### src/core/gtsc_pkg.sv
// Purpose: Shared constants for the timing and satellite-signal configuration block.
// Assumes: 100 MHz system clock, register port with one-cycle read latency.
// Notes:   Offsets are word addresses on the plain register port.
package gtsc_pkg;
  localparam int unsigned CLK_HZ          = 100_000_000;
  localparam int unsigned BAUD            = 4800;
  localparam int unsigned BAUD_DIV        = CLK_HZ / BAUD;
  localparam int unsigned PULSE_MIN_NS    = 100;
  localparam int unsigned CLK_PERIOD_NS   = 10;
  localparam int unsigned PULSE_MIN_CYC   = (PULSE_MIN_NS + CLK_PERIOD_NS - 1) / CLK_PERIOD_NS;
  localparam int unsigned AW              = 4;
  // Register word addresses.
  localparam logic [3:0] ADDR_CFG         = 4'h0;
  localparam logic [3:0] ADDR_LAMP        = 4'h1;
  localparam logic [3:0] ADDR_STATUS      = 4'h2;
  localparam logic [3:0] ADDR_SEC_CNT     = 4'h3;
  localparam logic [3:0] ADDR_STAMP_TICKS = 4'h4;
  localparam logic [3:0] ADDR_TX_DATA     = 4'h5;
  localparam logic [3:0] ADDR_RX_COUNT    = 4'h6;
  localparam logic [3:0] ADDR_ID          = 4'h7;
  // Configuration byte field positions.
  localparam int unsigned CFG_TRIG_IDLE   = 0;
  localparam int unsigned CFG_CONV_EN     = 2;
  localparam int unsigned CFG_SEC_IDLE    = 4;
  localparam int unsigned CFG_LAMP_SRC    = 5;
  localparam int unsigned CFG_RX_IDLE     = 6;
  localparam int unsigned CFG_TX_IDLE     = 7;
  localparam logic [7:0] CFG_RESET        = 8'h00;
  localparam logic [7:0] CFG_USED_MASK    = 8'hf5;
  // Stream record tags.
  localparam logic [1:0] TAG_SAMPLE       = 2'h0;
  localparam logic [1:0] TAG_SECOND       = 2'h1;
  localparam logic [1:0] TAG_SENTENCE     = 2'h2;
  typedef enum logic [1:0] {
    GTSC_TX_IDLE  = 2'b00,
    GTSC_TX_START = 2'b01,
    GTSC_TX_DATA  = 2'b10,
    GTSC_TX_STOP  = 2'b11
  } gtsc_txst_e;
endpackage : gtsc_pkg

### src/core/gtsc_uart_if.sv
// Purpose: Carries received serial bytes from the receiver module to the top.
// Assumes: Single clock domain.
// Notes:   The strobe is a one-cycle pulse with the byte beside it.
`timescale 1ns/1ps
interface gtsc_uart_if;
  logic       byteValid;
  logic [7:0] byteData;
  logic       frameErr;
  modport rx  (output byteValid, output byteData, output frameErr);
  modport top (input byteValid, input byteData, input frameErr);
endinterface : gtsc_uart_if

### src/core/gtsc_timing_signal_config.sv
// Purpose: Timing-pin polarity, lamp, sentence link and time-stamp stream logic.
// Assumes: One 100 MHz clock, synchronous active-low reset, clock enable.
// Notes:   Stream records are one-cycle strobes with no back-pressure.
// Behaviour
// - Bits 1 and 3 reserved, no function.
// - Bits 0,6,7 set trigger, rx, tx idle.
// - Conversion-ready output only when bit 2 set.
// - Bit 4 selects second-pulse idle level.
// - Bit 5 selects red lamp source.
// - Red lamp toggles on each second tick.
// - Yellow lamp toggles per handed-over buffer.
// - Digital inputs stored with each sample set.
// - Pulse edge plus sentences stamp samples on board.
// - Stamping done purely in dedicated logic.
// - Time and location inserted into data stream.
// - Power-on: pulse idle low, serial idle high.
// - Transmit output sends configuration sentences.
// - Sentence link runs at 4800 baud.
// - Leading edge only; pulses over 100 ns.
// - Idle-high pulse ticks on falling edge.
// - Conversion-ready rises at each conversion done.
`timescale 1ns/1ps
module gtsc_timing_signal_config
  import gtsc_pkg::*;
#(
  parameter int unsigned SAMPLE_W = 24,
  parameter int unsigned DIN_W    = 4,
  parameter logic [7:0]  BLOCK_ID = 8'h5a
) (
  input  wire logic                     clk,
  input  wire logic                     rst_n,
  input  wire logic                     clkEn,
  input  wire logic [gtsc_pkg::AW-1:0]  regAddr,
  input  wire logic [7:0]               regWrData,
  input  wire logic                     regWr,
  input  wire logic                     regRd,
  output logic      [7:0]               regRdData,
  input  wire logic                     secondPulsePin,
  input  wire logic                     triggerPin,
  input  wire logic                     serialRxPin,
  output logic                          serialTxPin,
  input  wire logic                     convDone,
  output logic                          convReadyPin,
  input  wire logic [DIN_W-1:0]         digitalInPin,
  input  wire logic                     sampleValid,
  input  wire logic [SAMPLE_W-1:0]      sampleData,
  input  wire logic                     bufferHandedOff,
  output logic                          redLamp,
  output logic                          yellowLamp,
  output logic                          triggerEvent,
  output logic                          streamValid,
  output logic      [1:0]               streamTag,
  output logic      [31:0]              streamData,
  output logic      [DIN_W-1:0]         streamDin
);
  import gtsc_pkg::*;

  // Configuration and control registers.
  logic [7:0]  cfg_q,      cfg_d;
  logic        lampProg_q, lampProg_d;
  logic        trigErr_q,  trigErr_d;

  // Synchronisers: stage one feeds stage two only.
  logic [2:0]       syncA_q, syncB_q;
  logic [DIN_W-1:0] dinA_q,  dinB_q;
  logic             secLvlPrev_q, trigLvlPrev_q;

  // Pulse, stamp and lamp state.
  logic        red_q, red_d, yel_q, yel_d;
  logic [31:0] secCnt_q, secCnt_d;
  logic [31:0] ticks_q, ticks_d;
  logic [7:0]  hiWidth_q, hiWidth_d;
  logic        secTick;
  logic        secLvl, trigLvl, rxLvl;
  logic        secLvlPrev, trigLvlPrev, secGlitch;
  logic [7:0]  rxCnt_q, rxCnt_d;
  logic [7:0]  rdData_q, rdData_d;

  // Transmit state.
  gtsc_txst_e  txSt_q, txSt_d;
  logic [15:0] txCnt_q, txCnt_d;
  logic [2:0]  txBit_q, txBit_d;
  logic [7:0]  txSh_q, txSh_d;
  logic        txPend_q, txPend_d;
  logic [7:0]  txBuf_q, txBuf_d;
  logic        txLine;

  // Output stream registers.
  logic             sv_q, sv_d;
  logic [1:0]       st_q, st_d;
  logic [31:0]      sd_q, sd_d;
  logic [DIN_W-1:0] sdin_q, sdin_d;
  logic             conv_q, conv_d;

  gtsc_uart_if rxIf ();

  gtsc_uart_rx #(.DIV(BAUD_DIV)) uRx (
    .clk    (clk),
    .rst_n  (rst_n),
    .clkEn  (clkEn),
    .rxLine (rxLvl),
    .up     (rxIf.rx)
  );

  // Two-stage synchronisers for every pin from outside the clock domain.
  always_ff @(posedge clk) begin
    if (!rst_n) begin
      syncA_q <= 3'b100; // Trigger and pulse idle low, receive idles high.
      syncB_q <= 3'b100;
      dinA_q  <= '0;
      dinB_q  <= '0;
    end else if (clkEn) begin
      syncA_q <= {serialRxPin, triggerPin, secondPulsePin};
      syncB_q <= syncA_q;
      dinA_q  <= digitalInPin;
      dinB_q  <= dinA_q;
    end
  end

  // Fold the idle level out so each line reads active-high (rx reads idle-high).
  assign secLvl  = syncB_q[0] ^ cfg_q[CFG_SEC_IDLE];
  assign trigLvl = syncB_q[1] ^ cfg_q[CFG_TRIG_IDLE];
  assign rxLvl   = syncB_q[2] ^ cfg_q[CFG_RX_IDLE];

  // The previous raw sample is folded with the present idle level, so a polarity write alone is never an edge.
  assign secLvlPrev  = secLvlPrev_q ^ cfg_q[CFG_SEC_IDLE];
  assign trigLvlPrev = trigLvlPrev_q ^ cfg_q[CFG_TRIG_IDLE];

  // Leading edge only marks a tick; width is irrelevant beyond the filter.
  assign secTick = secLvl && !secLvlPrev;

  // A trailing edge that follows a seen leading edge too soon is a glitch.
  assign secGlitch = !secLvl && secLvlPrev && hiWidth_q != 8'h00 && hiWidth_q < 8'(PULSE_MIN_CYC);

  // Raw synchronised levels of the previous cycle, reset to the power-on idle levels.
  always_ff @(posedge clk) begin
    if (!rst_n) begin
      secLvlPrev_q  <= 1'b0;
      trigLvlPrev_q <= 1'b0;
    end else if (clkEn) begin
      secLvlPrev_q  <= syncB_q[0];
      trigLvlPrev_q <= syncB_q[1];
    end
  end
  assign triggerEvent = trigLvl && !trigLvlPrev;

  // Register port, lamps, counters and the time-stamp stream.
  always_comb begin
    cfg_d      = cfg_q;
    lampProg_d = lampProg_q;
    trigErr_d  = trigErr_q;
    red_d      = red_q;
    yel_d      = yel_q;
    secCnt_d   = secCnt_q;
    ticks_d    = ticks_q + 32'h1;
    hiWidth_d  = 8'h00;
    rxCnt_d    = rxCnt_q;
    rdData_d   = 8'h00;
    txBuf_d    = txBuf_q;
    sv_d       = 1'b0;
    st_d       = st_q;
    sd_d       = sd_q;
    sdin_d     = sdin_q;
    conv_d     = convDone && cfg_q[CFG_CONV_EN];
    // A pulse shorter than the minimum width is recorded as a glitch flag, yet it still ticks.
    if (secGlitch) trigErr_d = 1'b1;
    // Width counts from a seen leading edge only, and saturates so a stuck pin never wraps.
    if (secTick) hiWidth_d = 8'h01;
    else if (secLvl && hiWidth_q != 8'h00 && hiWidth_q != 8'hff) hiWidth_d = hiWidth_q + 8'h1;
    else if (secLvl) hiWidth_d = hiWidth_q;
    if (secTick) begin
      secCnt_d = secCnt_q + 32'h1;
      ticks_d  = 32'h0;
      if (!cfg_q[CFG_LAMP_SRC]) red_d = !red_q;
    end
    if (cfg_q[CFG_LAMP_SRC]) red_d = lampProg_q;
    if (bufferHandedOff) yel_d = !yel_q;
    // Stream priority: sample, then second mark, then sentence byte.
    if (sampleValid) begin
      sv_d   = 1'b1;
      st_d   = TAG_SAMPLE;
      sd_d   = 32'(sampleData);
      sdin_d = dinB_q;
    end else if (secTick) begin
      sv_d   = 1'b1;
      st_d   = TAG_SECOND;
      sd_d   = secCnt_q + 32'h1;
      sdin_d = dinB_q;
    end else if (rxIf.byteValid) begin
      sv_d   = 1'b1;
      st_d   = TAG_SENTENCE;
      sd_d   = {ticks_q[23:0], rxIf.byteData};
      sdin_d = dinB_q;
    end
    if (rxIf.byteValid) rxCnt_d = rxCnt_q + 8'h1;
    if (regWr) begin
      case (regAddr)
        ADDR_CFG:     cfg_d = regWrData & CFG_USED_MASK;
        ADDR_LAMP:    lampProg_d = regWrData[0];
        ADDR_STATUS:  if (regWrData[0]) trigErr_d = 1'b0;
        ADDR_TX_DATA: txBuf_d = regWrData;
        default:      ;
      endcase
      // A glitch seen in the clearing cycle survives the clear.
      if (secGlitch) trigErr_d = 1'b1;
    end
    if (regRd) begin
      case (regAddr)
        ADDR_CFG:         rdData_d = cfg_q;
        ADDR_LAMP:        rdData_d = {6'h00, yel_q, red_q};
        ADDR_STATUS:      rdData_d = {5'h00, txPend_q || txSt_q != GTSC_TX_IDLE, secLvl, trigErr_q};
        ADDR_SEC_CNT:     rdData_d = secCnt_q[7:0];
        ADDR_STAMP_TICKS: rdData_d = ticks_q[7:0];
        ADDR_RX_COUNT:    rdData_d = rxCnt_q;
        ADDR_ID:          rdData_d = BLOCK_ID; // Arbitrary identity value.
        default:          rdData_d = 8'h00;
      endcase
    end
  end

  // Transmit path: a write to the data register queues one byte.
  always_comb begin
    txSt_d   = txSt_q;
    txCnt_d  = txCnt_q;
    txBit_d  = txBit_q;
    txSh_d   = txSh_q;
    txPend_d = txPend_q || (regWr && regAddr == ADDR_TX_DATA);
    txLine   = 1'b1;
    case (txSt_q)
      GTSC_TX_IDLE: begin
        if (txPend_q) begin
          txSt_d   = GTSC_TX_START;
          txSh_d   = txBuf_q;
          txCnt_d  = 16'(BAUD_DIV - 1);
          txPend_d = regWr && regAddr == ADDR_TX_DATA;
        end
      end
      GTSC_TX_START: begin
        txLine = 1'b0;
        if (txCnt_q == 16'h0) begin
          txSt_d  = GTSC_TX_DATA;
          txCnt_d = 16'(BAUD_DIV - 1);
          txBit_d = 3'h0;
        end else txCnt_d = txCnt_q - 16'h1;
      end
      GTSC_TX_DATA: begin
        txLine = txSh_q[txBit_q];
        if (txCnt_q == 16'h0) begin
          txCnt_d = 16'(BAUD_DIV - 1);
          txBit_d = txBit_q + 3'h1;
          if (txBit_q == 3'h7) txSt_d = GTSC_TX_STOP;
        end else txCnt_d = txCnt_q - 16'h1;
      end
      GTSC_TX_STOP: begin
        if (txCnt_q == 16'h0) txSt_d = GTSC_TX_IDLE;
        else txCnt_d = txCnt_q - 16'h1;
      end
      default: txSt_d = GTSC_TX_IDLE;
    endcase
  end

  // State registers, frozen while the clock enable is low.
  always_ff @(posedge clk) begin
    if (!rst_n) begin
      cfg_q      <= CFG_RESET;
      lampProg_q <= 1'b0;
      trigErr_q  <= 1'b0;
      red_q      <= 1'b0;
      yel_q      <= 1'b0;
      secCnt_q   <= 32'h0;
      ticks_q    <= 32'h0;
      hiWidth_q  <= 8'h00;
      rxCnt_q    <= 8'h00;
      rdData_q   <= 8'h00;
      txBuf_q    <= 8'h00;
      txSt_q     <= GTSC_TX_IDLE;
      txCnt_q    <= 16'h0;
      txBit_q    <= 3'h0;
      txSh_q     <= 8'h00;
      txPend_q   <= 1'b0;
      sv_q       <= 1'b0;
      st_q       <= TAG_SAMPLE;
      sd_q       <= 32'h0;
      sdin_q     <= '0;
      conv_q     <= 1'b0;
      serialTxPin <= 1'b1;
    end else if (clkEn) begin
      cfg_q      <= cfg_d;
      lampProg_q <= lampProg_d;
      trigErr_q  <= trigErr_d;
      red_q      <= red_d;
      yel_q      <= yel_d;
      secCnt_q   <= secCnt_d;
      ticks_q    <= ticks_d;
      hiWidth_q  <= hiWidth_d;
      rxCnt_q    <= rxCnt_d;
      rdData_q   <= rdData_d;
      txBuf_q    <= txBuf_d;
      txSt_q     <= txSt_d;
      txCnt_q    <= txCnt_d;
      txBit_q    <= txBit_d;
      txSh_q     <= txSh_d;
      txPend_q   <= txPend_d;
      sv_q       <= sv_d;
      st_q       <= st_d;
      sd_q       <= sd_d;
      sdin_q     <= sdin_d;
      conv_q     <= conv_d;
      serialTxPin <= txLine ^ cfg_q[CFG_TX_IDLE];
    end
  end

  assign regRdData    = rdData_q;
  assign redLamp      = red_q;
  assign yellowLamp   = yel_q;
  assign convReadyPin = conv_q;
  assign streamValid  = sv_q;
  assign streamTag    = st_q;
  assign streamData   = sd_q;
  assign streamDin    = sdin_q;
endmodule : gtsc_timing_signal_config

### src/core/gtsc_uart_rx.sv
// Purpose: 8N1 serial receiver for satellite sentences at the sentence baud rate.
// Assumes: Input already synchronised and corrected to idle-high sense.
// Notes:   Samples at the bit centre; a low stop bit flags a framing error.
`timescale 1ns/1ps
module gtsc_uart_rx
  import gtsc_pkg::*;
#(
  parameter int unsigned DIV = BAUD_DIV
) (
  input  wire logic clk,
  input  wire logic rst_n,
  input  wire logic clkEn,
  input  wire logic rxLine,
  gtsc_uart_if.rx   up
);
  logic        busy_q,  busy_d;
  logic [15:0] cnt_q,   cnt_d;
  logic [3:0]  bit_q,   bit_d;
  logic [7:0]  sh_q,    sh_d;
  logic        vld_q,   vld_d;
  logic        err_q,   err_d;

  // Next state: wait for a start bit, then sample ten bit centres.
  always_comb begin
    busy_d = busy_q;
    cnt_d  = cnt_q;
    bit_d  = bit_q;
    sh_d   = sh_q;
    vld_d  = 1'b0;
    err_d  = 1'b0;
    if (!busy_q) begin
      if (!rxLine) begin
        busy_d = 1'b1;
        cnt_d  = 16'(DIV / 2);
        bit_d  = 4'h0;
      end
    end else if (cnt_q != 16'h0000) begin
      cnt_d = cnt_q - 16'h0001;
    end else begin
      cnt_d = 16'(DIV - 1);
      if (bit_q == 4'h0) begin
        if (rxLine) busy_d = 1'b0; // Start glitch is discarded.
        bit_d = 4'h1;
      end else if (bit_q < 4'h9) begin
        sh_d  = {rxLine, sh_q[7:1]};
        bit_d = bit_q + 4'h1;
      end else begin
        busy_d = 1'b0;
        vld_d  = rxLine;
        err_d  = !rxLine;
      end
    end
  end

  // Registers only.
  always_ff @(posedge clk) begin
    if (!rst_n) begin
      busy_q <= 1'b0;
      cnt_q  <= 16'h0000;
      bit_q  <= 4'h0;
      sh_q   <= 8'h00;
      vld_q  <= 1'b0;
      err_q  <= 1'b0;
    end else if (clkEn) begin
      busy_q <= busy_d;
      cnt_q  <= cnt_d;
      bit_q  <= bit_d;
      sh_q   <= sh_d;
      vld_q  <= vld_d;
      err_q  <= err_d;
    end
  end

  assign up.byteValid = vld_q;
  assign up.byteData  = sh_q;
  assign up.frameErr  = err_q;
endmodule : gtsc_uart_rx

### config.mk
export PLATFORM = sky130hd
export DESIGN_NAME = gtsc_timing_signal_config
export DESIGN_NICKNAME = d
export VERILOG_FILES = /design/src/core/gtsc_pkg.sv /design/src/core/gtsc_uart_if.sv /design/src/core/gtsc_timing_signal_config.sv /design/src/core/gtsc_uart_rx.sv
export SDC_FILE = /design/constraint.sdc
export NUM_CORES = 1
export LEC_CHECK = 0
export ABC_CLOCK_PERIOD_IN_PS = 2900
export BUFFER_PORTS_ARGS = -buffer_cell sky130_fd_sc_hd__clkbuf_2
export CAP_MARGIN = 0
export CELL_PAD_IN_SITES_DETAIL_PLACEMENT = 0
export CELL_PAD_IN_SITES_GLOBAL_PLACEMENT = 2
export CORE_MARGIN = 4
export CORE_UTILIZATION = 37
export CTS_BUF_LIST = sky130_fd_sc_hd__clkbuf_4 sky130_fd_sc_hd__clkbuf_8
export DETAILED_ROUTE_END_ITERATION = 8
export PLACE_DENSITY = 0.8
export SYNTH_ARGS = -nofsm -noshare
export SYNTH_HDL_FRONTEND = slang
export SYNTH_SLANG_ARGS = --single-unit
### constraint.sdc
create_clock -name clk -period 2.9 [get_ports clk]
set_input_delay 0.29 -clock clk [delete_from_list [all_inputs] [get_ports clk]]
set_output_delay 0.29 -clock clk [all_outputs]
set_load 0.02 [all_outputs]
==> impl_metrics.toml <==
[run_status]
status = "finished clean"

[sta]
maxSlewHeadroom_pct = 31.5
fin_hold_ws_ps = 36.6
fin_skew_ps = 34.2
period_minus_slack_ps = 2490
hold_violations = 0
worst_slew_pin_slew_ps = 1020
finalCritPeriodShare_pct = 85.9
fmax_mhz = 401
setup_tns_ps = 0
setup_viol = 0
rsz0062_at_grt = "false"
slew_violations = 0

[critical_path]
timing.rr.end = "secCnt_q[22]$_SDFFE_PN0P_"
cp.required_ps = 3370
critPathLaunchType = "flip-flop"
r2r_cells = 6
arrival_ps = 2960
crit_type = "flip-flop to flip-flop"
r2r_start = "secCnt_q[0]$_SDFFE_PN0P_"
cp-end-kind = "flip-flop"
rrSetupSlack_ps = 410
crit_fanout = 11

[synthesis]
ys_ff_latch = 215
synthCells = 1326
syn_area_per_cell_um2 = 8.28
yosysUniqueCellTypes = 83
async_reset_ff_share_pct = 0
syn_area_mm2 = 0.0110
yosysWarningCount = 0
yosysSeqAreaShare_pct = 39.2
syn_nets = 1395
synth_edf_count = 0
ys.flop_type = "dfxtp_1"

[layout]
drive_gt1_share_pct = 15.9
layout.nets = 1505
diodes = 0
final_util_pct = 44.5
area_growth_pct = 17.6
final_cells = 1845

[clocking]
htree_levels = 2
cts_buffers = 41
insertion_delay_ps = 550
cts_tree = "built"
cts_resized = 0
cts.sinks = 215
clock-root-buffer = "clkbuf_8"
hold_buffers = 14
postCtsSetupBuffers = 0
clkTransAtPathRegs_ps = 60
clock_tree.buffer_depth = 3

[drt]
post_drt_via_cell_ratio = 5.43
via_count = 10000
ant_nets = 0
first_pass_iters = 5
wl_met2_um = 15300
drt_wl_total_um = 33300
wl_per_cell_um = 18.1
met3_length_um = 1590
drcViolationCount = 0
top_layer = "met4"
drt_iter0_drc = 519
drt-met1-wl_um = 15900

[grt]
grt_pass1_vias = 9599
grt_pass1_wl_um = 53400
grtUsageTotal_pct = 19.7
antenna_found_initial = 1
grt_max_degree = 52
overflow = 0

[floorplanning]
die_height_um = 180
rows = 62
dieArea_mm2 = 0.0325
initial_core_util_pct = 37.8
core-area_mm2 = 0.0290
io_pins = 103
die_x_um = 180

[placed_design]
place.gp.congestion = 0.826
hpwl_um = 23900
place_inst = 1763
port_buffers = 102

[pwr]
power-per-cell-area_mw_per_mm2 = 531
vdd_drop_max_v = 0.000355
power.leakage_nw = 4.79

[worst_hold_path]
holdCritStartpoint = "regWrData[2]"
min_to = "cfg_q[2]$_SDFFE_PN0P_"
min_path_cells = 3
min_path_type = "input pin to flip-flop"

[flow_run]
cap_violations = 0
worst max path at each step:
stage / start / end / cells past startpoint
6_report: secCnt_q[0]$_SDFFE_PN0P_ / secCnt_q[22]$_SDFFE_PN0P_ / 6
5_1_grt: syncB_q[0]$_SDFFE_PN0P_ / ticks_q[23]$_SDFFE_PN0P_ / 5
4_1_cts: secCnt_q[0]$_SDFFE_PN0P_ / secCnt_q[22]$_SDFFE_PN0P_ / 6
3_5_place_dp: secCnt_q[0]$_SDFFE_PN0P_ / secCnt_q[22]$_SDFFE_PN0P_ / 6
3_3_place_gp: secCnt_q[0]$_SDFFE_PN0P_ / secCnt_q[28]$_SDFFE_PN0P_ / 6
2_1_floorplan: secCnt_q[0]$_SDFFE_PN0P_ / secCnt_q[24]$_SDFFE_PN0P_ / 7
area by class of cell:
| type | instances | area, µm² |
|---|---|---|
| well taps | 384 | 480 |
| flip-flops and latches | 215 | 4300 |
| clock inverters | 8 | 92.6 |
| multi-input cells | 994 | 6210 |
| inverters | 32 | 123 |
| clock buffers | 60 | 757 |
| fillers | 2971 | 16100 |
| repair buffers | 152 | 933 |
where the power goes:
group          switching, mW  internal, mW  leakage [nW]  total [mW]
clock                   1.31          1.84         0.451        3.15
sequential            0.0470          3.02          1.74        3.06
combinational          0.414         0.229          2.60       0.643
total                   1.77          5.09          4.79        6.85
cells in the mapped netlist (5+ instances only):
cell,instances,area (µm²)
xnor2_1,35,307
a21oi_1,97,485
and4_1,11,96.3
a211oi_1,11,82.6
nor3_1,28,140
xor2_1,44,385
mux2i_1,45,450
buf_1,5,18.8
nand2_1,112,420
a31oi_1,15,93.8
ha_1,18,225
nand4_1,35,219
dfxtp_1,215,4300
a21boi_0,6,45.0
and2_1,13,81.3
nand2b_1,6,37.5
o21ai_0,82,410
o211ai_1,19,143
a221oi_1,7,61.3
a41oi_1,6,52.6
inv_1,31,116
o31ai_1,12,90.1
and3_1,16,100
nand3_1,46,230
clkbuf_1,56,210
o22ai_1,7,43.8
nor4_1,10,62.6
nor2_1,160,601
nor2b_1,10,62.6
a22oi_1,13,97.6
o2111ai_1,5,43.8
a311oi_1,5,43.8
buf_2,21,105
or4_1,13,97.6
a211o_1,7,61.3
nand3b_1,7,52.6
or3_1,20,125
sequential cells by signal, indices dropped and copies added, names as in the netlist, 4 cells and up:
name and count:
uRx.up.byteData 8, streamData 32, txCnt_q 16, streamDin 4
rxCnt_q 8, secCnt_q 32, uRx.bit_q 4, dinB_q 4
txBuf_q 8, uRx.cnt_q 16, hiWidth_q 8, regRdData 8
dinA_q 4, txSh_q 8, cfg_q 6, ticks_q 24
worst max-delay path, stage by stage (launching register included):
cell and delay (ps):
dfxtp_1 470, ha_1 280, nand3_1 260, nor4_4 490, nand3_2 280, or4_1 470, a21oi_1 150
cells in the final DEF, fill, tap and decap left out, drive strengths merged, types with 16 or more instances in the layout:
| master | instances |
|---|---|
| dfxtp | 215 |
| clkbuf | 161 |
| nor2 | 160 |
| nand2 | 112 |
| a21oi | 98 |
| o21ai | 85 |
| nand3 | 47 |
| mux2i | 45 |
| xor2 | 44 |
| buf | 37 |
| nand4 | 36 |
| xnor2 | 35 |
| inv | 31 |
| nor3 | 31 |
| or3 | 20 |
| o211ai | 19 |
| ha | 18 |
| and3 | 16 |
per-stage QoR:
stage                     cell area [µm²]  worst slack (ps)  total power [mW]
after global placement              11900               561              3.76
after detailed placement            11900               459              3.76
final                               12900               408              6.85
after global routing                12900               234              7.15
after floorplan                     11000               866              3.52
after CTS                           12900               431              6.95
per-layer routing:
metal | global-route usage (%) | up-vias
met4 | 4.20 | 0
met5 | 0 | -
met1 | 27.3 | 4738
met3 | 3.63 | 42
li1 | - | 5027
met2 | 32.2 | 203
logic make-up (layout without fill, tap and decap cells):
| family | count (synthesis) | after routing | synth area share, % |
|---|---|---|---|
| fa+ha+maj | 18 | 18 | 2.05 |
| xor+xnor | 79 | 79 | 6.31 |
| buf+inv | 117 | 252 | 4.36 |
| simple gates | 517 | 517 | 24.2 |
| compound gates | 330 | 330 | 19.1 |
| mux | 50 | 50 | 4.82 |
| flops | 215 | 215 | 39.2 |
Power figures use the tool's default switching activity.
